**config.mk**
```make
export PLATFORM = sky130hd
export DESIGN_NAME = ucs_top
export DESIGN_NICKNAME = d
export VERILOG_FILES = /design/src/shared/ucs_pkg.sv /design/src/logic/ucs_pin_sync.sv /design/src/logic/ucs_iso_hold.sv /design/src/logic/ucs_top.sv
export SDC_FILE = /design/constraint.sdc
export NUM_CORES = 1
export LEC_CHECK = 0
export ABC_AREA = 0
export BUFFER_PORTS_ARGS = -buffer_cell sky130_fd_sc_hd__buf_2
export CORE_MARGIN = 8
export CORE_UTILIZATION = 42
export CTS_CLUSTER_DIAMETER = 60
export DETAILED_ROUTE_END_ITERATION = 16
export PLACE_DENSITY = 0.77
export SYNTH_ARGS = -nofsm -noshare
export SYNTH_HDL_FRONTEND = slang
export SYNTH_HIERARCHICAL = 1
export SYNTH_SLANG_ARGS = --single-unit
export TNS_END_PERCENT = 100
```
**constraint.sdc**
```tcl
create_clock -name core_clk -period 2.5 [get_ports core_clk]
set_input_delay 0 -clock core_clk [delete_from_list [all_inputs] [get_ports core_clk]]
set_output_delay 0 -clock core_clk [all_outputs]
set_load 0.01 [all_outputs]
```
**src/shared/ucs_pkg.sv**
```systemverilog
// Purpose: Constants for the USB control/status word 0 block
// Assumes: Classic Wishbone slave, 32-bit data, byte address on wb_adr
// Notes: All offsets, field positions and counts live here, plus the speed-allow and function address reset values
// What this block does
// - Bits 23:17 flag pending transmit interrupts of endpoints 1 to 7
// - Bit 16 flags a pending control endpoint zero interrupt
// - Reading the flag byte clears all endpoint flags in it
// - With bit 15 set, a loaded packet waits for the next frame start
// - Frame-start holding only for isochronous endpoints in device role
// - Bit 14 enables the data lines in device role, else high impedance
// - Bit 13 allows high-speed negotiation during bus reset; resets to one
// - Bit 12 reports high speed negotiated during the bus reset
// - Speed status valid only after bus reset ends or reset bit clears
// - Bit 11 reads one while reset signalling is on the bus
// - Reset bit writable in host role, read-only in device role
package ucs_pkg;
  localparam int unsigned ADDR_W = 8;
  localparam logic [7:0] CSR0_OFS = 8'h00;
  localparam logic [7:0] CFG_OFS = 8'h04;
  localparam int unsigned NUM_TX_EP = 7;
  localparam int unsigned TXIF_LSB = 17;
  localparam int unsigned CTRL_ENDPOINT_IRQ_FLAG_BIT = 16;
  localparam int unsigned ISO_BIT = 15;
  localparam int unsigned SOFT_BIT = 14;
  localparam int unsigned HIGH_SPEED_ALLOW_BIT = 13;
  localparam int unsigned HIGH_SPEED_ACTIVE_BIT = 12;
  localparam int unsigned RESET_BIT = 11;
  localparam int unsigned RESUME_BIT = 10;
  localparam int unsigned SUSPM_BIT = 9;
  localparam int unsigned SUSPEND_ALLOW_BIT = 8;
  localparam int unsigned FADDR_W = 7;
  localparam int unsigned FLAG_LANE = 2;
  localparam int unsigned CTRL_LANE = 1;
  localparam int unsigned ADDR_LANE = 0;
  localparam int unsigned HOST_ROLE_BIT = 0;
  localparam logic HIGH_SPEED_ALLOW_RST = 1'b1;
  localparam logic [6:0] FADDR_RST = 7'h00;
  localparam logic [31:0] UNMAPPED_DATA = 32'h0000_0000;
  typedef enum logic [0:0] {SPD_RUN, SPD_BUS_RESET} ucs_spd_type;
endpackage

```
**src/logic/ucs_pin_sync.sv**
```systemverilog
// Purpose: Three-stage pin synchroniser with agreement filter
// Assumes: Inputs are asynchronous to core_clk
// Notes: A change counts only once stages two and three agree
module ucs_pin_sync #(
  parameter int unsigned WIDTH = 1
) (
  input wire logic core_clk,
  input wire logic srst,
  input wire logic [WIDTH-1:0] pin,
  output logic [WIDTH-1:0] level
);
  logic [WIDTH-1:0] s1_ff, s2_ff, s3_ff, level_ff;
  logic [WIDTH-1:0] nxt_level;

  if (WIDTH < 1) begin : g_chk
    $error("ucs_pin_sync: WIDTH must be at least 1");
  end

  // Only s2 reads s1, keeping the metastable stage isolated
  always_comb begin
    for (int i = 0; i < int'(WIDTH); i++) begin
      nxt_level[i] = (s2_ff[i] == s3_ff[i]) ? s3_ff[i] : level_ff[i];
    end
  end

  always_ff @(posedge core_clk) begin
    if (srst) begin
      s1_ff <= '0;
      s2_ff <= '0;
      s3_ff <= '0;
      level_ff <= '0;
    end else begin
      s1_ff <= pin;
      s2_ff <= s1_ff;
      s3_ff <= s2_ff;
      level_ff <= nxt_level;
    end
  end

  assign level = level_ff;
endmodule // ucs_pin_sync

```
**src/logic/ucs_iso_hold.sv**
```systemverilog
// Purpose: Per-endpoint release of loaded transmit packets
// Assumes: Load and frame-start strobes are one-cycle pulses on core_clk
// Notes: A held packet goes out on the first frame start after its load
module ucs_iso_hold #(
  parameter int unsigned NUM_EP = 7
) (
  input wire logic core_clk,
  input wire logic srst,
  input wire logic hold_en,
  input wire logic [NUM_EP-1:0] ep_is_iso,
  input wire logic [NUM_EP-1:0] tx_packet_loaded,
  input wire logic sof_token,
  output logic [NUM_EP-1:0] tx_send
);
  logic [NUM_EP-1:0] wait_ff, send_ff;
  logic [NUM_EP-1:0] nxt_wait, nxt_send;

  if (NUM_EP < 1 || NUM_EP > 7) begin : g_chk
    $error("ucs_iso_hold: NUM_EP must be 1 to 7");
  end

  for (genvar e = 0; e < NUM_EP; e++) begin : g_ep
    logic hold;
    assign hold = hold_en & ep_is_iso[e];
    always_comb begin
      nxt_wait[e] = wait_ff[e];
      nxt_send[e] = 1'b0;
      if (wait_ff[e] && sof_token) begin
        nxt_wait[e] = 1'b0;
        nxt_send[e] = 1'b1;
      end
      // A load in a frame-start cycle waits for the next frame start
      if (tx_packet_loaded[e]) begin
        if (hold) begin
          nxt_wait[e] = 1'b1;
        end else begin
          nxt_send[e] = 1'b1;
        end
      end
      // Dropping the mode releases anything still parked
      if (!hold && wait_ff[e]) begin
        nxt_wait[e] = 1'b0;
        nxt_send[e] = 1'b1;
      end
    end
  end

  always_ff @(posedge core_clk) begin
    if (srst) begin
      wait_ff <= '0;
      send_ff <= '0;
    end else begin
      wait_ff <= nxt_wait;
      send_ff <= nxt_send;
    end
  end

  assign tx_send = send_ff;
endmodule // ucs_iso_hold

```
**src/logic/ucs_top.sv**
```systemverilog
// Purpose: USB control/status word 0 with Wishbone register access
// Assumes: Link events are core_clk pulses; bus reset arrives on a pin
// Notes: One access per request, ack one cycle after the strobe
//
// Decided for this implementation: the Wishbone slave port and the register offsets.
module ucs_top (
  input wire logic core_clk,
  input wire logic srst,
  input wire logic wb_cyc,
  input wire logic wb_stb,
  input wire logic wb_we,
  input wire logic [ucs_pkg::ADDR_W-1:0] wb_adr,
  input wire logic [3:0] wb_sel,
  input wire logic [31:0] wb_wdata,
  output logic [31:0] wb_rdata,
  output logic wb_ack,
  input wire logic [ucs_pkg::NUM_TX_EP-1:0] tx_ep_irq_evt,
  input wire logic ctrl_ep_irq_evt,
  input wire logic [ucs_pkg::NUM_TX_EP-1:0] tx_packet_loaded,
  input wire logic [ucs_pkg::NUM_TX_EP-1:0] ep_is_iso,
  input wire logic sof_token,
  input wire logic bus_reset_pin,
  input wire logic hs_chirp_ok,
  input wire logic suspend_evt,
  input wire logic resume_evt,
  output logic [ucs_pkg::NUM_TX_EP-1:0] tx_send,
  output logic line_oe,
  output logic hs_negotiate_en,
  output logic high_speed_active,
  output logic reset_drive,
  output logic resume_drive,
  output logic suspend_state,
  output logic [ucs_pkg::FADDR_W-1:0] function_address
);
  import ucs_pkg::*;

  if (CTRL_ENDPOINT_IRQ_FLAG_BIT != 8 * FLAG_LANE || TXIF_LSB != CTRL_ENDPOINT_IRQ_FLAG_BIT + 1) begin : g_chk_flags
    $error("ucs_top: control flag must open the flag byte, transmit flags above it");
  end
  if (NUM_TX_EP < 1 || TXIF_LSB + NUM_TX_EP > 8 * FLAG_LANE + 8) begin : g_chk_eps
    $error("ucs_top: transmit flags must fit the flag byte");
  end
  // Control fields share one lane, the function address another
  if (ISO_BIT / 8 != CTRL_LANE || SUSPEND_ALLOW_BIT / 8 != CTRL_LANE) begin : g_chk_ctrl
    $error("ucs_top: control fields must sit in the control lane");
  end
  if (FADDR_W < 1 || FADDR_W > 8 * ADDR_LANE + 8) begin : g_chk_addr
    $error("ucs_top: function address must fit the address lane");
  end
  // Offsets are compared from bit 2 up, so the bus needs at least three bits
  if (ADDR_W < 3 || ADDR_W > 8) begin : g_chk_bus
    $error("ucs_top: bus address must be 3 to 8 bits wide");
  end

  function automatic logic hit(input logic [ADDR_W-1:0] a, input logic [7:0] ofs);
    hit = (a[ADDR_W-1:2] == ofs[ADDR_W-1:2]);
  endfunction

  // Bus group
  logic ack_ff, nxt_ack;
  logic [31:0] rdata_ff, nxt_rdata;
  logic req;
  logic rd_take, wr_take;
  logic flag_rd;
  logic csr0_hit;
  logic cfg_hit;

  // Register group
  logic host_role_ff, nxt_host_role;
  logic iso_wait_frame_start_ff, nxt_iso;
  logic soft_attach_ff, nxt_soft;
  logic high_speed_allow_ff, nxt_high_speed_allow;
  logic reset_drive_ff, nxt_reset_drive;
  logic resume_ff, nxt_resume;
  logic suspend_allow_ff, nxt_suspend_allow;
  logic suspend_state_ff, nxt_suspm;
  logic [FADDR_W-1:0] function_address_ff, nxt_faddr;
  logic line_oe_ff, nxt_line_oe;

  // Flag group
  logic [NUM_TX_EP-1:0] tx_endpoint_irq_flags_ff, nxt_txif;
  logic ctrl_endpoint_irq_flag_ff, nxt_ctrl_endpoint_irq_flag;

  // Speed group
  ucs_spd_type spd_ff, nxt_spd;
  logic hs_seen_ff, nxt_hs_seen;
  logic high_speed_active_ff, nxt_high_speed_active;

  logic bus_reset_level;
  logic reset_present;
  logic [31:0] csr0_view;
  logic [31:0] cfg_view;

  ucs_pin_sync #(
    .WIDTH(1)
  ) u_rst_sync (
    .core_clk(core_clk),
    .srst(srst),
    .pin(bus_reset_pin),
    .level(bus_reset_level)
  );

  // Device role sees the line; host role sees its own drive
  assign reset_present = host_role_ff ? reset_drive_ff : bus_reset_level;

  assign csr0_hit = hit(wb_adr, CSR0_OFS);
  assign cfg_hit = hit(wb_adr, CFG_OFS);
  assign req = wb_cyc & wb_stb & ~ack_ff;
  assign rd_take = req & ~wb_we;
  assign wr_take = req & wb_we;
  // Only a read with the flag lane enabled clears; other lanes leave flags
  assign flag_rd = rd_take & hit(wb_adr, CSR0_OFS) & wb_sel[FLAG_LANE];

  always_comb begin
    csr0_view = 32'h0000_0000;
    csr0_view[TXIF_LSB +: NUM_TX_EP] = tx_endpoint_irq_flags_ff;
    csr0_view[CTRL_ENDPOINT_IRQ_FLAG_BIT] = ctrl_endpoint_irq_flag_ff;
    csr0_view[ISO_BIT] = iso_wait_frame_start_ff & ~host_role_ff;
    csr0_view[SOFT_BIT] = soft_attach_ff;
    csr0_view[HIGH_SPEED_ALLOW_BIT] = high_speed_allow_ff;
    csr0_view[HIGH_SPEED_ACTIVE_BIT] = high_speed_active_ff;
    csr0_view[RESET_BIT] = reset_present;
    csr0_view[RESUME_BIT] = resume_ff;
    csr0_view[SUSPM_BIT] = suspend_state_ff;
    csr0_view[SUSPEND_ALLOW_BIT] = suspend_allow_ff;
    csr0_view[FADDR_W-1:0] = function_address_ff;
  end

  // Only the role select is implemented in the config word
  always_comb begin
    cfg_view = 32'h0000_0000;
    cfg_view[HOST_ROLE_BIT] = host_role_ff;
  end

  always_comb begin
    nxt_ack = req;
    nxt_rdata = rdata_ff;
    if (rd_take) begin
      if (hit(wb_adr, CSR0_OFS)) begin
        nxt_rdata = csr0_view;
      end else if (hit(wb_adr, CFG_OFS)) begin
        nxt_rdata = cfg_view;
      end else begin
        nxt_rdata = UNMAPPED_DATA;
      end
      // Disabled byte lanes read as zero
      for (int b = 0; b < 4; b++) begin
        if (!wb_sel[b]) begin
          nxt_rdata[8*b +: 8] = 8'h00;
        end
      end
    end
  end

  always_ff @(posedge core_clk) begin
    if (srst) begin
      ack_ff <= 1'b0;
      rdata_ff <= 32'h0000_0000;
    end else begin
      ack_ff <= nxt_ack;
      rdata_ff <= nxt_rdata;
    end
  end

  // Config group: the role select lives in its own register
  always_comb begin
    nxt_host_role = host_role_ff;
    if (wr_take && cfg_hit && wb_sel[0]) begin
      nxt_host_role = wb_wdata[HOST_ROLE_BIT];
    end
  end

  always_ff @(posedge core_clk) begin
    if (srst) begin
      host_role_ff <= 1'b0;
    end else begin
      host_role_ff <= nxt_host_role;
    end
  end

  // Control group
  always_comb begin
    nxt_iso = iso_wait_frame_start_ff;
    nxt_soft = soft_attach_ff;
    nxt_high_speed_allow = high_speed_allow_ff;
    nxt_reset_drive = reset_drive_ff;
    nxt_resume = resume_ff;
    nxt_suspend_allow = suspend_allow_ff;
    nxt_faddr = function_address_ff;
    if (wr_take && csr0_hit) begin
      if (wb_sel[CTRL_LANE]) begin
        if (!host_role_ff) begin
          nxt_iso = wb_wdata[ISO_BIT];
        end
        nxt_soft = wb_wdata[SOFT_BIT];
        nxt_high_speed_allow = wb_wdata[HIGH_SPEED_ALLOW_BIT];
        if (host_role_ff) begin
          nxt_reset_drive = wb_wdata[RESET_BIT];
        end
        nxt_resume = wb_wdata[RESUME_BIT];
        nxt_suspend_allow = wb_wdata[SUSPEND_ALLOW_BIT];
      end
      if (wb_sel[ADDR_LANE]) begin
        nxt_faddr = wb_wdata[FADDR_W-1:0];
      end
    end
    // Switching to device role drops a host-driven reset
    if (!nxt_host_role) begin
      nxt_reset_drive = 1'b0;
    end
  end

  always_ff @(posedge core_clk) begin
    if (srst) begin
      iso_wait_frame_start_ff <= 1'b0;
      soft_attach_ff <= 1'b0;
      high_speed_allow_ff <= HIGH_SPEED_ALLOW_RST;
      reset_drive_ff <= 1'b0;
      resume_ff <= 1'b0;
      suspend_allow_ff <= 1'b0;
      function_address_ff <= FADDR_RST;
    end else begin
      iso_wait_frame_start_ff <= nxt_iso;
      soft_attach_ff <= nxt_soft;
      high_speed_allow_ff <= nxt_high_speed_allow;
      reset_drive_ff <= nxt_reset_drive;
      resume_ff <= nxt_resume;
      suspend_allow_ff <= nxt_suspend_allow;
      function_address_ff <= nxt_faddr;
    end
  end

  // Suspend group: hardware sets and clears, software only arms and resumes
  always_comb begin
    nxt_suspm = suspend_state_ff;
    // Entering suspend wins over a same-cycle resume, so a fresh suspend is kept
    if (resume_evt || (resume_ff && !nxt_resume)) begin
      nxt_suspm = 1'b0;
    end
    if (suspend_evt && suspend_allow_ff) begin
      nxt_suspm = 1'b1;
    end
  end

  always_ff @(posedge core_clk) begin
    if (srst) begin
      suspend_state_ff <= 1'b0;
    end else begin
      suspend_state_ff <= nxt_suspm;
    end
  end

  // Lines float whenever soft attach is off; host role owns them elsewhere
  always_comb begin
    nxt_line_oe = soft_attach_ff & ~host_role_ff;
  end

  always_ff @(posedge core_clk) begin
    if (srst) begin
      line_oe_ff <= 1'b0;
    end else begin
      line_oe_ff <= nxt_line_oe;
    end
  end

  // New events win over the read that clears, so none is lost
  always_comb begin
    nxt_txif = tx_endpoint_irq_flags_ff;
    nxt_ctrl_endpoint_irq_flag = ctrl_endpoint_irq_flag_ff;
    if (flag_rd) begin
      nxt_txif = '0;
      nxt_ctrl_endpoint_irq_flag = 1'b0;
    end
    nxt_txif = nxt_txif | tx_ep_irq_evt;
    nxt_ctrl_endpoint_irq_flag = nxt_ctrl_endpoint_irq_flag | ctrl_ep_irq_evt;
  end

  always_ff @(posedge core_clk) begin
    if (srst) begin
      tx_endpoint_irq_flags_ff <= '0;
      ctrl_endpoint_irq_flag_ff <= 1'b0;
    end else begin
      tx_endpoint_irq_flags_ff <= nxt_txif;
      ctrl_endpoint_irq_flag_ff <= nxt_ctrl_endpoint_irq_flag;
    end
  end

  // Speed result is only published when the reset phase ends
  always_comb begin
    nxt_spd = spd_ff;
    nxt_hs_seen = hs_seen_ff;
    nxt_high_speed_active = high_speed_active_ff;
    unique case (spd_ff)
      SPD_RUN: begin
        if (reset_present) begin
          nxt_spd = SPD_BUS_RESET;
          nxt_hs_seen = 1'b0;
          nxt_high_speed_active = 1'b0;
        end
      end
      SPD_BUS_RESET: begin
        if (hs_chirp_ok && high_speed_allow_ff) begin
          nxt_hs_seen = 1'b1;
        end
        if (!reset_present) begin
          nxt_spd = SPD_RUN;
          // A chirp in the last reset cycle still counts
          nxt_high_speed_active = (hs_seen_ff || hs_chirp_ok) && high_speed_allow_ff;
        end
      end
    endcase
    // Full speed at once whenever negotiation is forbidden
    if (!high_speed_allow_ff) begin
      nxt_high_speed_active = 1'b0;
    end
  end

  always_ff @(posedge core_clk) begin
    if (srst) begin
      spd_ff <= SPD_RUN;
      hs_seen_ff <= 1'b0;
      high_speed_active_ff <= 1'b0;
    end else begin
      spd_ff <= nxt_spd;
      hs_seen_ff <= nxt_hs_seen;
      high_speed_active_ff <= nxt_high_speed_active;
    end
  end

  // Holding applies only in device role
  ucs_iso_hold #(
    .NUM_EP(NUM_TX_EP)
  ) u_iso_hold (
    .core_clk(core_clk),
    .srst(srst),
    .hold_en(iso_wait_frame_start_ff & ~host_role_ff),
    .ep_is_iso(ep_is_iso),
    .tx_packet_loaded(tx_packet_loaded),
    .sof_token(sof_token),
    .tx_send(tx_send)
  );

  assign wb_ack = ack_ff;
  assign wb_rdata = rdata_ff;
  assign line_oe = line_oe_ff;
  assign hs_negotiate_en = high_speed_allow_ff;
  assign high_speed_active = high_speed_active_ff;
  assign reset_drive = reset_drive_ff;
  assign resume_drive = resume_ff;
  assign suspend_state = suspend_state_ff;
  assign function_address = function_address_ff;
endmodule // ucs_top

```
==> flow_summary.yaml <==
outcome:
  outcome: "complete, no violations"
synth:
  syn-cell-area_mm2: 0.00275
  yosysTopAreaCell: "dfxtp_1"
  synth_top_family_by_area: "simple AND/OR/NAND/NOR gates"
  synthXorXnorAreaFrac: 0.00319
  postSynthCellCount: 274
  yosys.cell_types.count: 43
  yosys.area_share.simple: 0.210
  ys_warn_count: 6
  synth_edf_count: 0
  synth_seq_area_share: 0.503
  synth_compound_area_frac: 0.160
  synth_ff_type: "dfxtp_1"
  synth.top_cells.by_count: "69 x dfxtp_1, 39 x nor2_1, 19 x a21oi_1, 18 x buf_4"
  yosys.cell_count.top_type: "dfxtp_1"
  avgSynthCellArea_um2: 10.0
  synth_top_area_share: 0.503
  async_flop_share: 0
  synth_fa_ha_area_frac: 0
  synth.area.top_cells: "dfxtp_1 50%, nor2_1 5.3%, buf_4 4.9%, mux2i_1 4.7%, a22oi_1 3.8%"
  synth.area.mux_share: 0.0474
  ys_ff_latch: 69
route:
  drt.antenna.violating_nets: 0
  via_per_inst: 4.97
  drt-wirelength-per-cell_um: 15.1
  met2_length_um: 3620
  met1Wirelength_um: 3240
  route.met3.wl_um: 561
  highest_layer: "met4"
  num_vias: 2458
  drc: 0
  dr.pass1.iters: 4
  drtIter0Drc: 48
  wl_um: 7470
setup_path:
  cp-end-kind: "flop"
  timing.critical_path.buf_inv: 1
  arrival_ns: 2.25
  cp_max_fo: 7
  rr_startpoint: "wb_ack"
  worst_setup_path_start_kind: "flop"
  critPathTopFamily: "simple AND/OR/NAND/NOR gates"
  critPathRequiredTime_ns: 2.71
  ff2ff_setup_slack_ns: 0.46
  path_class: "flop to flop"
  crit_chain: "and4b_1 > nand4_2 > o311ai_1 > o21ai_1 > dlygate4sd3_1"
  regToRegEndpoint: "suspend_state"
  rr_worst_depth: 5
  startpoint: "wb_ack"
  cp_slowest_cell: "dlygate4sd3_1"
  cp_slowest_stage_delay_ns: 0.58
grt:
  grt_use_total: 0.155
  grt_pass1_wl_um: 12300
  grt_pass1_vias: 2558
  antenna_found_initial: 0
  grt_max_degree: 36
  overflow: 0
sta:
  finalSetupViolCount: 0
  fin_crit_ns: 2.04
  tns_ns: 0
  relSlewSlack: 0.554
  min_period_over_period: 0.815
  clock.fmax_ghz: 0.491
  grt_setup_unrepaired: "no"
  slew_violations: 0
  timing.final.hold_violations: 0
  tightest_slew_ns: 0.669
  fin_worst_skew_ns: 0.0123
finish:
  area_growth_pct: 44.0
  design_area_mm2: 0.00395
  final_nets: 489
  antenna_cells: 0
  drive_above_1_share: 0.306
clock_network:
  numCtsBuffers: 9
  cts_hold_buf: 50
  root_buffer: "clkbuf_8"
  post_cts_resized: 0
  clk_latency_ns: 0.33
  cts_tree: "built"
  clock_sinks: 69
  post_cts_buffers: 0
  clk_pin_slew_ns: 0.08
  max-clock-path-buffers: 2
  htree_levels: 3
die:
  start_util: 0.432
  rows: 29
  core_mm2: 0.00635
  die_area_mm2: 0.00938
  io-pin-count: 129
  dieHeight_um: 96.8
  die_w_um: 96.8
hold_path:
  min_to: "u_iso_hold/tx_send[2]"
  min-delay-start: "sof_token"
  whs_path_depth: 3
  worst_hold_path_type: "primary input to flop"
pwr:
  p_per_area_mw_per_mm2: 636
  p_leak_uw: 0.00192
  vdd_drop_max_mv: 0.453
placement:
  hpwl_um: 5070
  gp_congestion: 0.734
  post_dp_cell_area_mm2: 0.00318
  numPortBuffers: 97
run:
  maxCapViolations: 0
layout make-up:
| class | instances | area (um^2) |
|---|---|---|
| clock buffer | 10 | 138 |
| clock inverter | 6 | 134 |
| fill | 529 | 2400 |
| inverter | 2 | 7.51 |
| multi-input combinational | 181 | 1190 |
| sequential | 69 | 1380 |
| tap | 77 | 96.3 |
| timing repair buffer | 150 | 1010 |
cells by family (layout without fill, tap and decap cells):
group / count (synthesis) / after routing
AO/OA/AOI/OAI: 61 / 61
XOR/XNOR: 1 / 1
buffers and inverters: 32 / 168
flip-flops: 69 / 69
multiplexers: 13 / 13
other: 1 / 9
AND/OR/NAND/NOR: 97 / 97
registers in the layout (all words and copies together), names as in the netlist, 7 cells and up:
name,flops
u_iso_hold/tx_send,7
wb_rdata,23
u_iso_hold/wait_ff,7
tx_endpoint_irq_flags_ff,7
function_address,7
worst max-delay path by stage:
stage	end	slack, ns	cells past startpoint
6_report	suspend_state	0.46	5
5_1_grt	suspend_state	0.33	5
4_1_cts	suspend_state	0.43	5
3_5_place_dp	wb_rdata[11]	0.96	4
3_3_place_gp	wb_rdata[8]	1.02	3
2_1_floorplan	wb_rdata[13]	1.11	6
per-stage QoR:
stage | power [uW] | setup slack, ns | util | hold WS, ns | std cells
3_5_place_dp | 1280 | 0.963 | 0.501 | 0.212 | 429
2_1_floorplan | 1220 | 1.11 | - | 0.0691 | 282
4_1_cts | 2530 | 0.429 | 0.622 | 0.0156 | 495
6_report | 2510 | 0.464 | 0.622 | 0.0254 | 495
3_3_place_gp | 1280 | 1.02 | 0.501 | 0.204 | 429
5_1_grt | 2620 | 0.331 | 0.622 | 0.0220 | 495
cell usage in the layout (no fill, tap or decap), drive strengths merged:
master / n
a22o: 7
and4bb: 1
xor2: 1
nand2: 14
nor2b: 9
nand3: 3
conb: 9
o2bb2ai: 6
a32o: 1
o311ai: 1
a22oi: 14
and3b: 1
nor2: 39
and4b: 1
and4: 2
or3: 2
bufinv: 4
nor4: 2
a21oi: 19
o211a: 7
dlygate4sd3: 50
nand3b: 3
o21ai: 5
dfxtp: 69
mux2i: 13
nand4bb: 1
and2b: 4
nand4: 3
buf: 100
clkinv: 2
nand4b: 2
nor4b: 1
nor3b: 2
clkbuf: 10
nor3: 7
o2111a: 1
inv: 2
tightest hold or removal path: stages:
cell and delay [ns]:
buf_2 0.17, nand2_1 0.09, a21oi_1 0.05
per-layer routing:
metal  global-route usage  vias up
met2                0.267       77
met5                    0        -
met1                0.173     1142
met4               0.0462        0
li1                     -     1234
met3               0.0569        5
report_power, final:
part           switching [uW]  total, uW  internal, uW
logic                    87.5        183          96.0
clock network             414       1210           791
registers                7.72       1120          1120
(Power assumes the default switching activity.)
